File: src/rtl/hc_control_pkg.sv
// Constants shared by the host controller control register block
package hc_control_pkg;

    // ************************************************************
    // Register addresses (byte offsets on the host register port)
    // ************************************************************
    localparam int          ADDR_W          = 12;
    localparam logic [11:0] CTRL_SET_OFFSET = 12'h050;
    localparam logic [11:0] CTRL_CLR_OFFSET = 12'h054;

    // ************************************************************
    // Address ranges that live in the PHY clock domain
    // ************************************************************
    localparam logic [11:0] PHY_RANGE_A_LO = 12'h0dc;
    localparam logic [11:0] PHY_RANGE_A_HI = 12'h0f0;
    localparam logic [11:0] PHY_RANGE_B_LO = 12'h100;
    localparam logic [11:0] PHY_RANGE_B_HI = 12'h11c;

    // ************************************************************
    // Field positions of the control register (bits 23..0)
    // ************************************************************
    localparam int BIT_PROGRAM_PERMISSION = 23;
    localparam int BIT_ENHANCE_ENABLE     = 22;
    localparam int BIT_LINK_POWER_STATUS  = 19;
    localparam int BIT_POSTED_WRITE       = 18;
    localparam int BIT_LINK_ENABLE        = 17;
    localparam int BIT_SOFTWARE_RESET     = 16;

    // ************************************************************
    // Reset values
    // ************************************************************
    localparam logic       RST_PROGRAM_PERMISSION = 1'b1;
    localparam logic       RST_ENHANCE_ENABLE     = 1'b0;
    localparam logic       RST_LINK_POWER_STATUS  = 1'b0;
    localparam logic       RST_POSTED_WRITE       = 1'b0;
    localparam logic       RST_LINK_ENABLE        = 1'b0;
    localparam logic [31:0] ALL_ONES_DATA         = 32'hffffffff;
    localparam logic [31:0] ZERO_DATA             = 32'h00000000;

    // ************************************************************
    // Timing
    // ************************************************************
    localparam int SOFT_RESET_CYCLES = 16;

endpackage : hc_control_pkg

File: src/rtl/host_controller_control.sv
// Host controller control register, bits 23..0, with set/clear aliases
//
// Overview of operation
// (RULE1) Software sets enhancement enable only while permission and link enable are 1.
// (RULE2) With permission 0, software leaves PHY enhancements and enhancement enable alone.
// (RULE3) Reserved bits 21 and 20 read as zero.
// (RULE4) Link power status 1 allows link-to-PHY traffic; 0 blocks it.
// (RULE5) PHY-domain access while the PHY clock is stopped ends in target abort.
// (RULE6) With abort disable set, such accesses answer all-ones data instead.
// (RULE7) Offsets DCh..F0h and 100h..11Ch belong to the PHY clock domain.
// (RULE8) Software waits about 10 ms after setting power status before accesses.
// (RULE9) Posted writes accepted only while posted-write enable is 1.
// (RULE10) Software changes posted-write enable only while link enable is 0.
// (RULE11) Link enable clears on hardware reset or software reset.
// (RULE12) Software sets link enable when ready, then forces a bus reset.
// (RULE13) Link enable 0 disconnects the node: no receive, process or transmit.
// (RULE14) Software reset clears internal state, flushes FIFOs, restores register defaults.
// (RULE15) Software reset leaves host configuration space registers untouched.
// (RULE16) Software reset bit reads 1 during the reset, then clears itself.
// (RULE17) Reserved bits 15..0 read as zero.
// (RULE18) Some bits clear only on the global reset input.
// (RULE19) Register has a set address and a clear address.
// (RULE20) Programming permission bit is read-only, loaded from serial memory, default 1.
// (RULE21) A written 1 acts, a written 0 does nothing; both aliases read the value.
`timescale 1ns/1ns
`default_nettype none
module host_controller_control #(
    parameter int SOFT_RESET_CYCLES = hc_control_pkg::SOFT_RESET_CYCLES
) (
    input  wire logic                             clk,
    input  wire logic                             reset,
    input  wire logic                             global_reset_input,
    input  wire logic [hc_control_pkg::ADDR_W-1:0] host_addr,
    input  wire logic                             host_wr,
    input  wire logic                             host_rd,
    input  wire logic [31:0]                      host_wdata,
    output logic      [31:0]                      host_rdata,
    output logic                                  host_rd_valid,
    output logic                                  host_target_abort,
    input  wire logic                             abort_disable,
    input  wire logic                             phy_clock_running,
    input  wire logic                             permission_load,
    input  wire logic                             permission_value,
    input  wire logic                             posted_write_request,
    output logic                                  posted_write_accept,
    output logic                                  phy_program_permission,
    output logic                                  enhancement_enable,
    output logic                                  link_power_status,
    output logic                                  link_phy_comm_enable,
    output logic                                  posted_write_enable_a,
    output logic                                  link_enable_b,
    output logic                                  bus_connected,
    output logic                                  software_reset,
    output logic                                  internal_state_reset,
    output logic                                  fifo_flush
);
    import hc_control_pkg::*;

    // ************************************************************
    // Local signals
    // ************************************************************
    logic        hit_set;
    logic        hit_clr;
    logic        set_wr;
    logic        clr_wr;
    logic        in_phy_domain;
    logic        stopped_abort;
    logic        stopped_ones;
    logic        sw_reset_start;
    logic        sw_reset_busy;
    logic        regs_reset;
    logic [31:0] ctrl_value;
    logic [31:0] read_next;
    logic        enhance_next;
    logic        power_next;
    logic        posted_next;
    logic        link_next;

    // ************************************************************
    // Address decode
    // ************************************************************
    // (RULE19) set and clear aliases
    assign hit_set = (host_addr == CTRL_SET_OFFSET);
    assign hit_clr = (host_addr == CTRL_CLR_OFFSET);

    // Writes are dropped while a software reset runs, so the defaults
    // stand cleanly once the busy window ends.
    assign set_wr = host_wr && hit_set && !sw_reset_busy;
    assign clr_wr = host_wr && hit_clr && !sw_reset_busy;

    // ************************************************************
    // Stopped PHY clock handling
    // ************************************************************
    // (RULE7) PHY domain ranges
    phy_domain_guard u_guard (
        .addr              (host_addr),
        .phy_clock_running (phy_clock_running),
        .abort_disable     (abort_disable),
        .in_phy_domain     (in_phy_domain),
        .stopped_abort     (stopped_abort),
        .stopped_ones      (stopped_ones)
    );

    // ************************************************************
    // Software reset
    // ************************************************************
    // (RULE14) reset request from the set alias
    assign sw_reset_start = set_wr && host_wdata[BIT_SOFTWARE_RESET];

    soft_reset_sequencer #(
        .CYCLES (SOFT_RESET_CYCLES)
    ) u_sw_reset (
        .clk   (clk),
        .reset (reset),
        .start (sw_reset_start),
        .busy  (sw_reset_busy)
    );

    // (RULE16) reads 1 while busy
    assign software_reset = sw_reset_busy;

    // (RULE14) internal state reset and FIFO flush for the whole window
    assign internal_state_reset = sw_reset_busy;
    assign fifo_flush           = sw_reset_busy;

    // (RULE15) only link registers see it; config space has no port here
    // Start edge included so the bits clear on the same edge that raises the busy flag
    assign regs_reset = reset || sw_reset_start || sw_reset_busy;

    // ************************************************************
    // Read/set/clear bit updates
    // ************************************************************
    // (RULE21) a 1 acts, a 0 leaves the bit
    always_comb begin
        enhance_next = enhancement_enable;
        power_next   = link_power_status;
        posted_next  = posted_write_enable_a;
        link_next    = link_enable_b;
        if (set_wr) begin
            enhance_next = enhance_next | host_wdata[BIT_ENHANCE_ENABLE];
            power_next   = power_next   | host_wdata[BIT_LINK_POWER_STATUS];
            posted_next  = posted_next  | host_wdata[BIT_POSTED_WRITE];
            link_next    = link_next    | host_wdata[BIT_LINK_ENABLE];
        end
        if (clr_wr) begin
            enhance_next = enhance_next & ~host_wdata[BIT_ENHANCE_ENABLE];
            power_next   = power_next   & ~host_wdata[BIT_LINK_POWER_STATUS];
            posted_next  = posted_next  & ~host_wdata[BIT_POSTED_WRITE];
            link_next    = link_next    & ~host_wdata[BIT_LINK_ENABLE];
        end
    end

    // Enhancement enable: software keeps it alone without permission.
    always_ff @(posedge clk) begin
        if (regs_reset) begin
            enhancement_enable <= RST_ENHANCE_ENABLE;
        end else begin
            enhancement_enable <= enhance_next;
        end
    end

    always_ff @(posedge clk) begin
        if (regs_reset) begin
            link_power_status <= RST_LINK_POWER_STATUS;
        end else begin
            link_power_status <= power_next;
        end
    end

    // Reset value is undefined in hardware; zero chosen for a known start.
    always_ff @(posedge clk) begin
        if (regs_reset) begin
            posted_write_enable_a <= RST_POSTED_WRITE;
        end else begin
            posted_write_enable_a <= posted_next;
        end
    end

    // (RULE11) cleared by hardware or software reset
    always_ff @(posedge clk) begin
        if (regs_reset) begin
            link_enable_b <= RST_LINK_ENABLE;
        end else begin
            link_enable_b <= link_next;
        end
    end

    // ************************************************************
    // Programming permission bit
    // ************************************************************
    // (RULE18) only the global reset input resets this one, back to its default 1
    // (RULE20) read-only, default 1, loaded from serial memory
    always_ff @(posedge clk) begin
        if (global_reset_input) begin
            phy_program_permission <= RST_PROGRAM_PERMISSION;
        end else if (permission_load) begin
            phy_program_permission <= permission_value;
        end
    end

    // ************************************************************
    // Effects on the link
    // ************************************************************
    // (RULE4) power status gates link-to-PHY traffic
    assign link_phy_comm_enable = link_power_status;

    // (RULE13) disconnected at once when link enable is low
    assign bus_connected = link_enable_b && !sw_reset_busy;

    // (RULE9) posting only while enabled
    assign posted_write_accept = posted_write_request && posted_write_enable_a;

    // ************************************************************
    // Read data assembly
    // ************************************************************
    // (RULE3) bits 21..20 stay zero
    // (RULE17) bits 15..0 stay zero
    always_comb begin
        ctrl_value                         = ZERO_DATA;
        ctrl_value[BIT_PROGRAM_PERMISSION] = phy_program_permission;
        ctrl_value[BIT_ENHANCE_ENABLE]     = enhancement_enable;
        ctrl_value[BIT_LINK_POWER_STATUS]  = link_power_status;
        ctrl_value[BIT_POSTED_WRITE]       = posted_write_enable_a;
        ctrl_value[BIT_LINK_ENABLE]        = link_enable_b;
        ctrl_value[BIT_SOFTWARE_RESET]     = sw_reset_busy;
    end

    // (RULE21) both aliases return the same value
    // (RULE6) all-ones answer when aborts are disabled
    always_comb begin
        read_next = ZERO_DATA;
        if (hit_set || hit_clr) begin
            read_next = ctrl_value;
        end else if (stopped_ones) begin
            read_next = ALL_ONES_DATA;
        end
    end

    // ************************************************************
    // Host answer, one cycle after the request
    // ************************************************************
    always_ff @(posedge clk) begin
        if (reset) begin
            host_rdata    <= ZERO_DATA;
            host_rd_valid <= 1'b0;
        end else begin
            host_rd_valid <= host_rd && !stopped_abort;
            if (host_rd) begin
                host_rdata <= read_next;
            end
        end
    end

    // (RULE5) abort on reads and writes to a stopped PHY domain
    always_ff @(posedge clk) begin
        if (reset) begin
            host_target_abort <= 1'b0;
        end else begin
            host_target_abort <= (host_rd || host_wr) && stopped_abort;
        end
    end

endmodule : host_controller_control
`default_nettype wire

File: src/rtl/soft_reset_sequencer.sv
// Self-clearing software reset sequencer
`timescale 1ns/1ns
`default_nettype none
module soft_reset_sequencer #(
    parameter int CYCLES = hc_control_pkg::SOFT_RESET_CYCLES
) (
    input  wire logic clk,
    input  wire logic reset,
    input  wire logic start,
    output logic      busy
);
    import hc_control_pkg::*;

    localparam int CNT_W = $clog2(CYCLES + 1);
    localparam logic [CNT_W-1:0] LAST = CNT_W'(CYCLES - 1);

    logic [CNT_W-1:0] count_reg;

    // ************************************************************
    // Busy window: holds for CYCLES clocks after the start
    // ************************************************************
    always_ff @(posedge clk) begin
        if (reset) begin
            busy      <= 1'b0;
            count_reg <= '0;
        end else if (!busy && start) begin
            busy      <= 1'b1;
            count_reg <= '0;
        end else if (busy) begin
            if (count_reg == LAST) begin
                busy <= 1'b0;
            end
            count_reg <= count_reg + CNT_W'(1);
        end
    end

endmodule : soft_reset_sequencer
`default_nettype wire

File: src/rtl/phy_domain_guard.sv
// Decides the answer to host accesses aimed at the PHY clock domain
`timescale 1ns/1ns
`default_nettype none
module phy_domain_guard (
    input  wire logic [11:0] addr,
    input  wire logic        phy_clock_running,
    input  wire logic        abort_disable,
    output logic             in_phy_domain,
    output logic             stopped_abort,
    output logic             stopped_ones
);
    import hc_control_pkg::*;

    logic stopped_hit;

    // ************************************************************
    // Range decode and stopped-clock answer
    // ************************************************************
    always_comb begin
        in_phy_domain = ((addr >= PHY_RANGE_A_LO) && (addr <= PHY_RANGE_A_HI))
                     || ((addr >= PHY_RANGE_B_LO) && (addr <= PHY_RANGE_B_HI));
        stopped_hit   = in_phy_domain && !phy_clock_running;
        stopped_abort = stopped_hit && !abort_disable;
        stopped_ones  = stopped_hit && abort_disable;
    end

endmodule : phy_domain_guard
`default_nettype wire

File: config.mk
export PLATFORM = sky130hd
export DESIGN_NAME = host_controller_control
export DESIGN_NICKNAME = d
export VERILOG_FILES = /design/src/rtl/hc_control_pkg.sv /design/src/rtl/host_controller_control.sv /design/src/rtl/soft_reset_sequencer.sv /design/src/rtl/phy_domain_guard.sv
export SDC_FILE = /design/constraint.sdc
export NUM_CORES = 1
export LEC_CHECK = 0
export BUFFER_PORTS_ARGS = -buffer_cell sky130_fd_sc_hd__buf_2
export CORE_MARGIN = 10
export CORE_UTILIZATION = 35
export CTS_CLUSTER_DIAMETER = 100
export CTS_CLUSTER_SIZE = 30
export DETAILED_ROUTE_END_ITERATION = 8
export PLACE_DENSITY = 0.76
export SYNTH_ARGS = -nofsm -noshare
export SYNTH_HDL_FRONTEND = slang
export SYNTH_HIERARCHICAL = 1
export SYNTH_SLANG_ARGS = --single-unit
File: constraint.sdc
create_clock -name clk -period 1.95 [get_ports clk]
set_clock_uncertainty 0.15 [all_clocks]
set_input_delay 0.195 -clock clk [delete_from_list [all_inputs] [get_ports clk]]
set_output_delay 0.195 -clock clk [all_outputs]
set_load 0.1 [all_outputs]
Word level (Yosys, flattened, before mapping)
Cells that the tools add are included.
W data, S select, Z words.
- flip-flop bits (word level): 45
- logic and storage cells: 68
- memories kept: 0
- bits of input ports: 54
- RAM bits: 0
- bits in latches: 0
- ROM bits: 0
- output and inout port bits: 45
- eq/ne operators: 3
- multipliers: 0
- magnitude comparators: 4
- div/mod/pow operators: 0
- reduce and logical (&&, ||, !) cells: 25
- bitwise logic cells: 12
- shift operators: 0
- add/sub/neg operators: 1
- multiplexer cells: 13
- operator list (operator ; count):
    $mux W32 ; 2
    $eq A12 B7 Y1 const B ; 2
    $logic_and A1 B1 Y1 ; 15
    $ge A12 B8 Y1 const B ; 1
    $ge A12 B9 Y1 const B ; 1
    $le A12 B8 Y1 const B ; 1
    $le A12 B9 Y1 const B ; 1
    $mux W1 ; 11
    $add A5 B1 Y5 const B ; 1
    $eq A5 B4 Y1 const B ; 1
    $logic_or A1 B1 Y1 ; 5
    $and A1 B1 Y1 ; 4
    $logic_not A1 Y1 ; 4
    $not A1 Y1 ; 4
    $or A1 B1 Y1 ; 4
    $reduce_or A2 Y1 ; 1

Depth between registers and ports, before layout
- depth after elaboration: 7
- depth in mapped cells: 6
- depth with buffers taken out: 6

Hierarchy
Netlist, hierarchy kept.
- by module, submodules not included (module ; sequential area each (sq um) ; area each (sq um) ; instances ; cells each):
    host_controller_control ; 280.3 ; 813.3 ; 1 ; 90
    soft_reset_sequencer ; 120.1 ; 304.0 ; 1 ; 34
    phy_domain_guard ; 0.0 ; 97.6 ; 1 ; 14

Worst setup path after synthesis
OpenSTA, ideal clock, no wires.
- path type: register to output
- from: register (tool-made name)
- to: output port bus_connected
- slack: -803 ps
- data required time: 1605 ps
- path buffers: 0
- stages on the path, launching flop included: 2
- arrival time: 2408 ps
- cell sequence: dfxtp_1 nor2b_1
- RTL lines (item ; RTL line ; text):
    end: declaration ; host_controller_control.sv:52 ; output logic bus_connected,

Worst setup path in the final report
- from: input port host_addr[2] in the netlist's numbering
- to: register host_rdata[22]
- word-level cells in the longest chain between the ends: 7
- elaborated cells between the ends (all ways): 14
- classes of those cells: 4 x order compare; 2 x eq/ne; 2 x mux; 6 x reduce/logical
- ends and longest elaborated chain (item ; RTL line ; text):
    start: declaration ; host_controller_control.sv:33 ; input wire logic [hc_control_pkg::ADDR_W-1:0] host_addr,
    $ge A12 B8 Y1 (tied with other cells) ; phy_domain_guard.sv:20 ; in_phy_domain = ((addr >= PHY_RANGE_A_LO) && (addr <= PHY_RANGE_A_HI))
    $logic_and A1 B1 Y1, on equally long branches ; phy_domain_guard.sv:20, phy_domain_guard.sv:21 ;
    $logic_or A1 B1 Y1 (*) ; phy_domain_guard.sv:21 ; || ((addr >= PHY_RANGE_B_LO) && (addr <= PHY_RANGE_B_HI));
    $logic_and A1 B1 Y1 (*) ; phy_domain_guard.sv:22 ; stopped_hit = in_phy_domain && !phy_clock_running;
    $logic_and A1 B1 Y1 (*) ; phy_domain_guard.sv:24 ; stopped_ones = stopped_hit && abort_disable;
    named net stopped_ones ; host_controller_control.sv:68 ; logic stopped_ones;
    $mux W32 (*) ; host_controller_control.sv:234 ; end else if (stopped_ones) begin
    $mux W32 (*) ; host_controller_control.sv:232 ; if (hit_set || hit_clr) begin
    end signal: assignment ; host_controller_control.sv:249 ; host_rdata <= read_next;
    end: declaration ; host_controller_control.sv:37 ; output logic [31:0] host_rdata,
Mark *: on every way through the listed nets, which the timed path passes. The rest lies on a longest branch.
A chain may end at the register's enable or synchronous reset.

==> metrics.yaml <==
layout:
  finalNetCount: 253
  seq_area_um2: 402
  post-route-util_pct: 46.8
  nFillCells: 334
  instances_no_fill: 242
  multiInputGateArea_um2: 572
  num_antenna_cells: 0
  area_growth_pct: 30.1
  drive_gt1_share_pct: 48.0
global_routing:
  busiest_layer: "met2"
  antenna_found_initial: 0
  grt_pass1_vias: 1178
  gr-usage-met1_pct: 10.6
  use_met2_pct: 16.9
  groute.usage.overall_pct: 9.82
  grt_pass1_wl_um: 5260
  grt-ovfl-total: 0
  met3_usage_pct: 4.10
  grt_start_max_net_pins: 28
power:
  power_density_mw_per_mm2: 526
  leakage_uw: 0.000742
  peakVddDrop_uv: 211
detailed_routing:
  drc: 0
  drt-initial-drc-count: 43
  viasPerCell: 4.79
  dr_total_vias: 1160
  ant_nets: 0
  wl_per_cell_um: 13.3
  dr.pass1.iters: 4
  drt_wl_total_um: 3210
timing:
  min_period_ns: 1.80
  slew_headroom_pct: 66.9
  period_share_pct: 92.1
  tightestPinTransition_ns: 0.500
  slew_violations: 0
  rsz0062_at_grt: "false"
  fmax_ghz: 0.557
  finalSetupViolCount: 0
  finalHoldViolCount: 0
worst_hold_path:
  hold_depth: 3
  min_from: "host_wr"
  hp-class: "input port to flip-flop"
logic_synthesis:
  ys_warn_count: 6
  synthCells: 137
  synth_area_mm2: 0.00120
  syn_avg_cell_area_um2: 8.76
  syn-num-nets: 193
setup_path:
  rr_startpoint: "u_sw_reset/count_reg[0]$_SDFFE_PP0P_"
  reg2reg_depth: 6
  cp_max_fo: 6
  worstSetupPathType: "input port to flip-flop"
  crit_chain: "buf_2 -> or4_1 -> a311o_1 -> a21oi_2 -> nand2b_1 -> a311oi_1"
  cp.required_ns: 2.01
  start_kind: "input port"
  crit_arrival_ns: 1.86
  slowest_stage: "or4_1"
  endpoint_kind: "flip-flop"
  startpoint: "host_addr[2]"
  max_stage_delay_ns: 0.50
clock_network:
  cts.path.max_buffers: 2
  cts_buffers: 3
  clock_sink_count: 20
  cts_root_buffer: "clkbuf_4"
  postCtsSetupBuffers: 0
  clk_pin_slew_ns: 0.11
  cts_tree: "built"
  h-tree-depth: 1
  clock_latency_ns: 0.29
floorplan:
  core_area_mm2: 0.00334
  row_count: 21
  start_util_pct: 36.0
  die_area_mm2: 0.00617
  dieHeight_um: 78.6
  die_w_um: 78.6
  ios: 99
run_status:
  outcome: "finished, final reports clean"
run:
  drv_cap: 0
place:
  gp_congestion: 0.798
  placed_cells: 232
  place_hpwl_um: 2640
  portBuffers: 71
-- where the power goes --
part           switching, uW  internal [uW]  total (uW)
logic                    113           54.1         167
clock network            120            114         234
registers               3.84            417         421
total                    237            585         822
-- worst max-delay path, delay by kind of cell --
kind	cells	cell delay [ns]
and+or+nand+nor	2	0.68
AOI/OAI and AO/OA	3	0.87
buffers and inverters	1	0.10
-- per-stage QoR --
step | instance area [um^2] | worst slack (ns) | TNS [ns] | hold slack [ns] | power, uW
3_5_place_dp | 1460 | -0.192 | -1.11 | 0.238 | 588
5_1_grt | 1560 | 0.0491 | 0 | 0.0780 | 865
6_report | 1560 | 0.154 | 0 | 0.0370 | 822
2_1_floorplan | 1210 | -0.0425 | -0.144 | 0.107 | 530
3_3_place_gp | 1460 | -0.121 | -0.708 | 0.234 | 586
4_1_cts | 1560 | 0.124 | 0 | 0.0390 | 830
-- layer usage --
layer / wire (um) / vias to the layer above
li1: - / 584
met1: 1270 / 506
met2: 1490 / 68
met3: 427 / 2
met4: 21 / 0
met5: 0 / -
-- cell type report --
class	count	share of cell area [%]
sequential	20	25.7
tap	46	3.69
inverter	3	0.721
multi-input combinational	83	36.6
timing repair buffer	86	30.9
clock buffer	4	2.32
-- cells in the final DEF (no fill, tap or decap), drive strengths merged --
cell / instances
a21oi: 12
or4: 2
or3: 1
nor2: 12
ha: 2
nor2b: 4
dlygate4sd3: 6
nor3: 1
nand4bb: 1
or2b: 1
a211o: 1
dfxtp: 20
nand2b: 4
nor4b: 2
nand2: 9
nand3b: 3
or2: 1
a31oi: 1
a311o: 2
and2: 1
and3: 2
nor3b: 4
clkbuf: 4
o21a: 1
a211oi: 1
inv: 3
nand3: 3
o2111ai: 1
o31a: 1
buf: 80
a311oi: 10
-- worst paths after layout --
check                                          to  slack (ns)
max reg2reg  u_sw_reset/count_reg[4]$_SDFFE_PP0P_        0.36
max                   host_rdata[22]$_SDFFE_PP0P_        0.15
min reg2reg           host_rdata[16]$_SDFFE_PP0P_        0.34
min                  host_target_abort$_SDFF_PP0_        0.04
-- timing repair --
| item | 4_1_cts | 5_1_grt |
|---|---|---|
| gates resized for setup | 0 | 1 |
| hold buffers | 6 | 0 |
| endpoints found under the setup margin | 0 | 5 |
| endpoints found under the hold margin | 5 | 0 |
(Power assumes the default switching activity.)
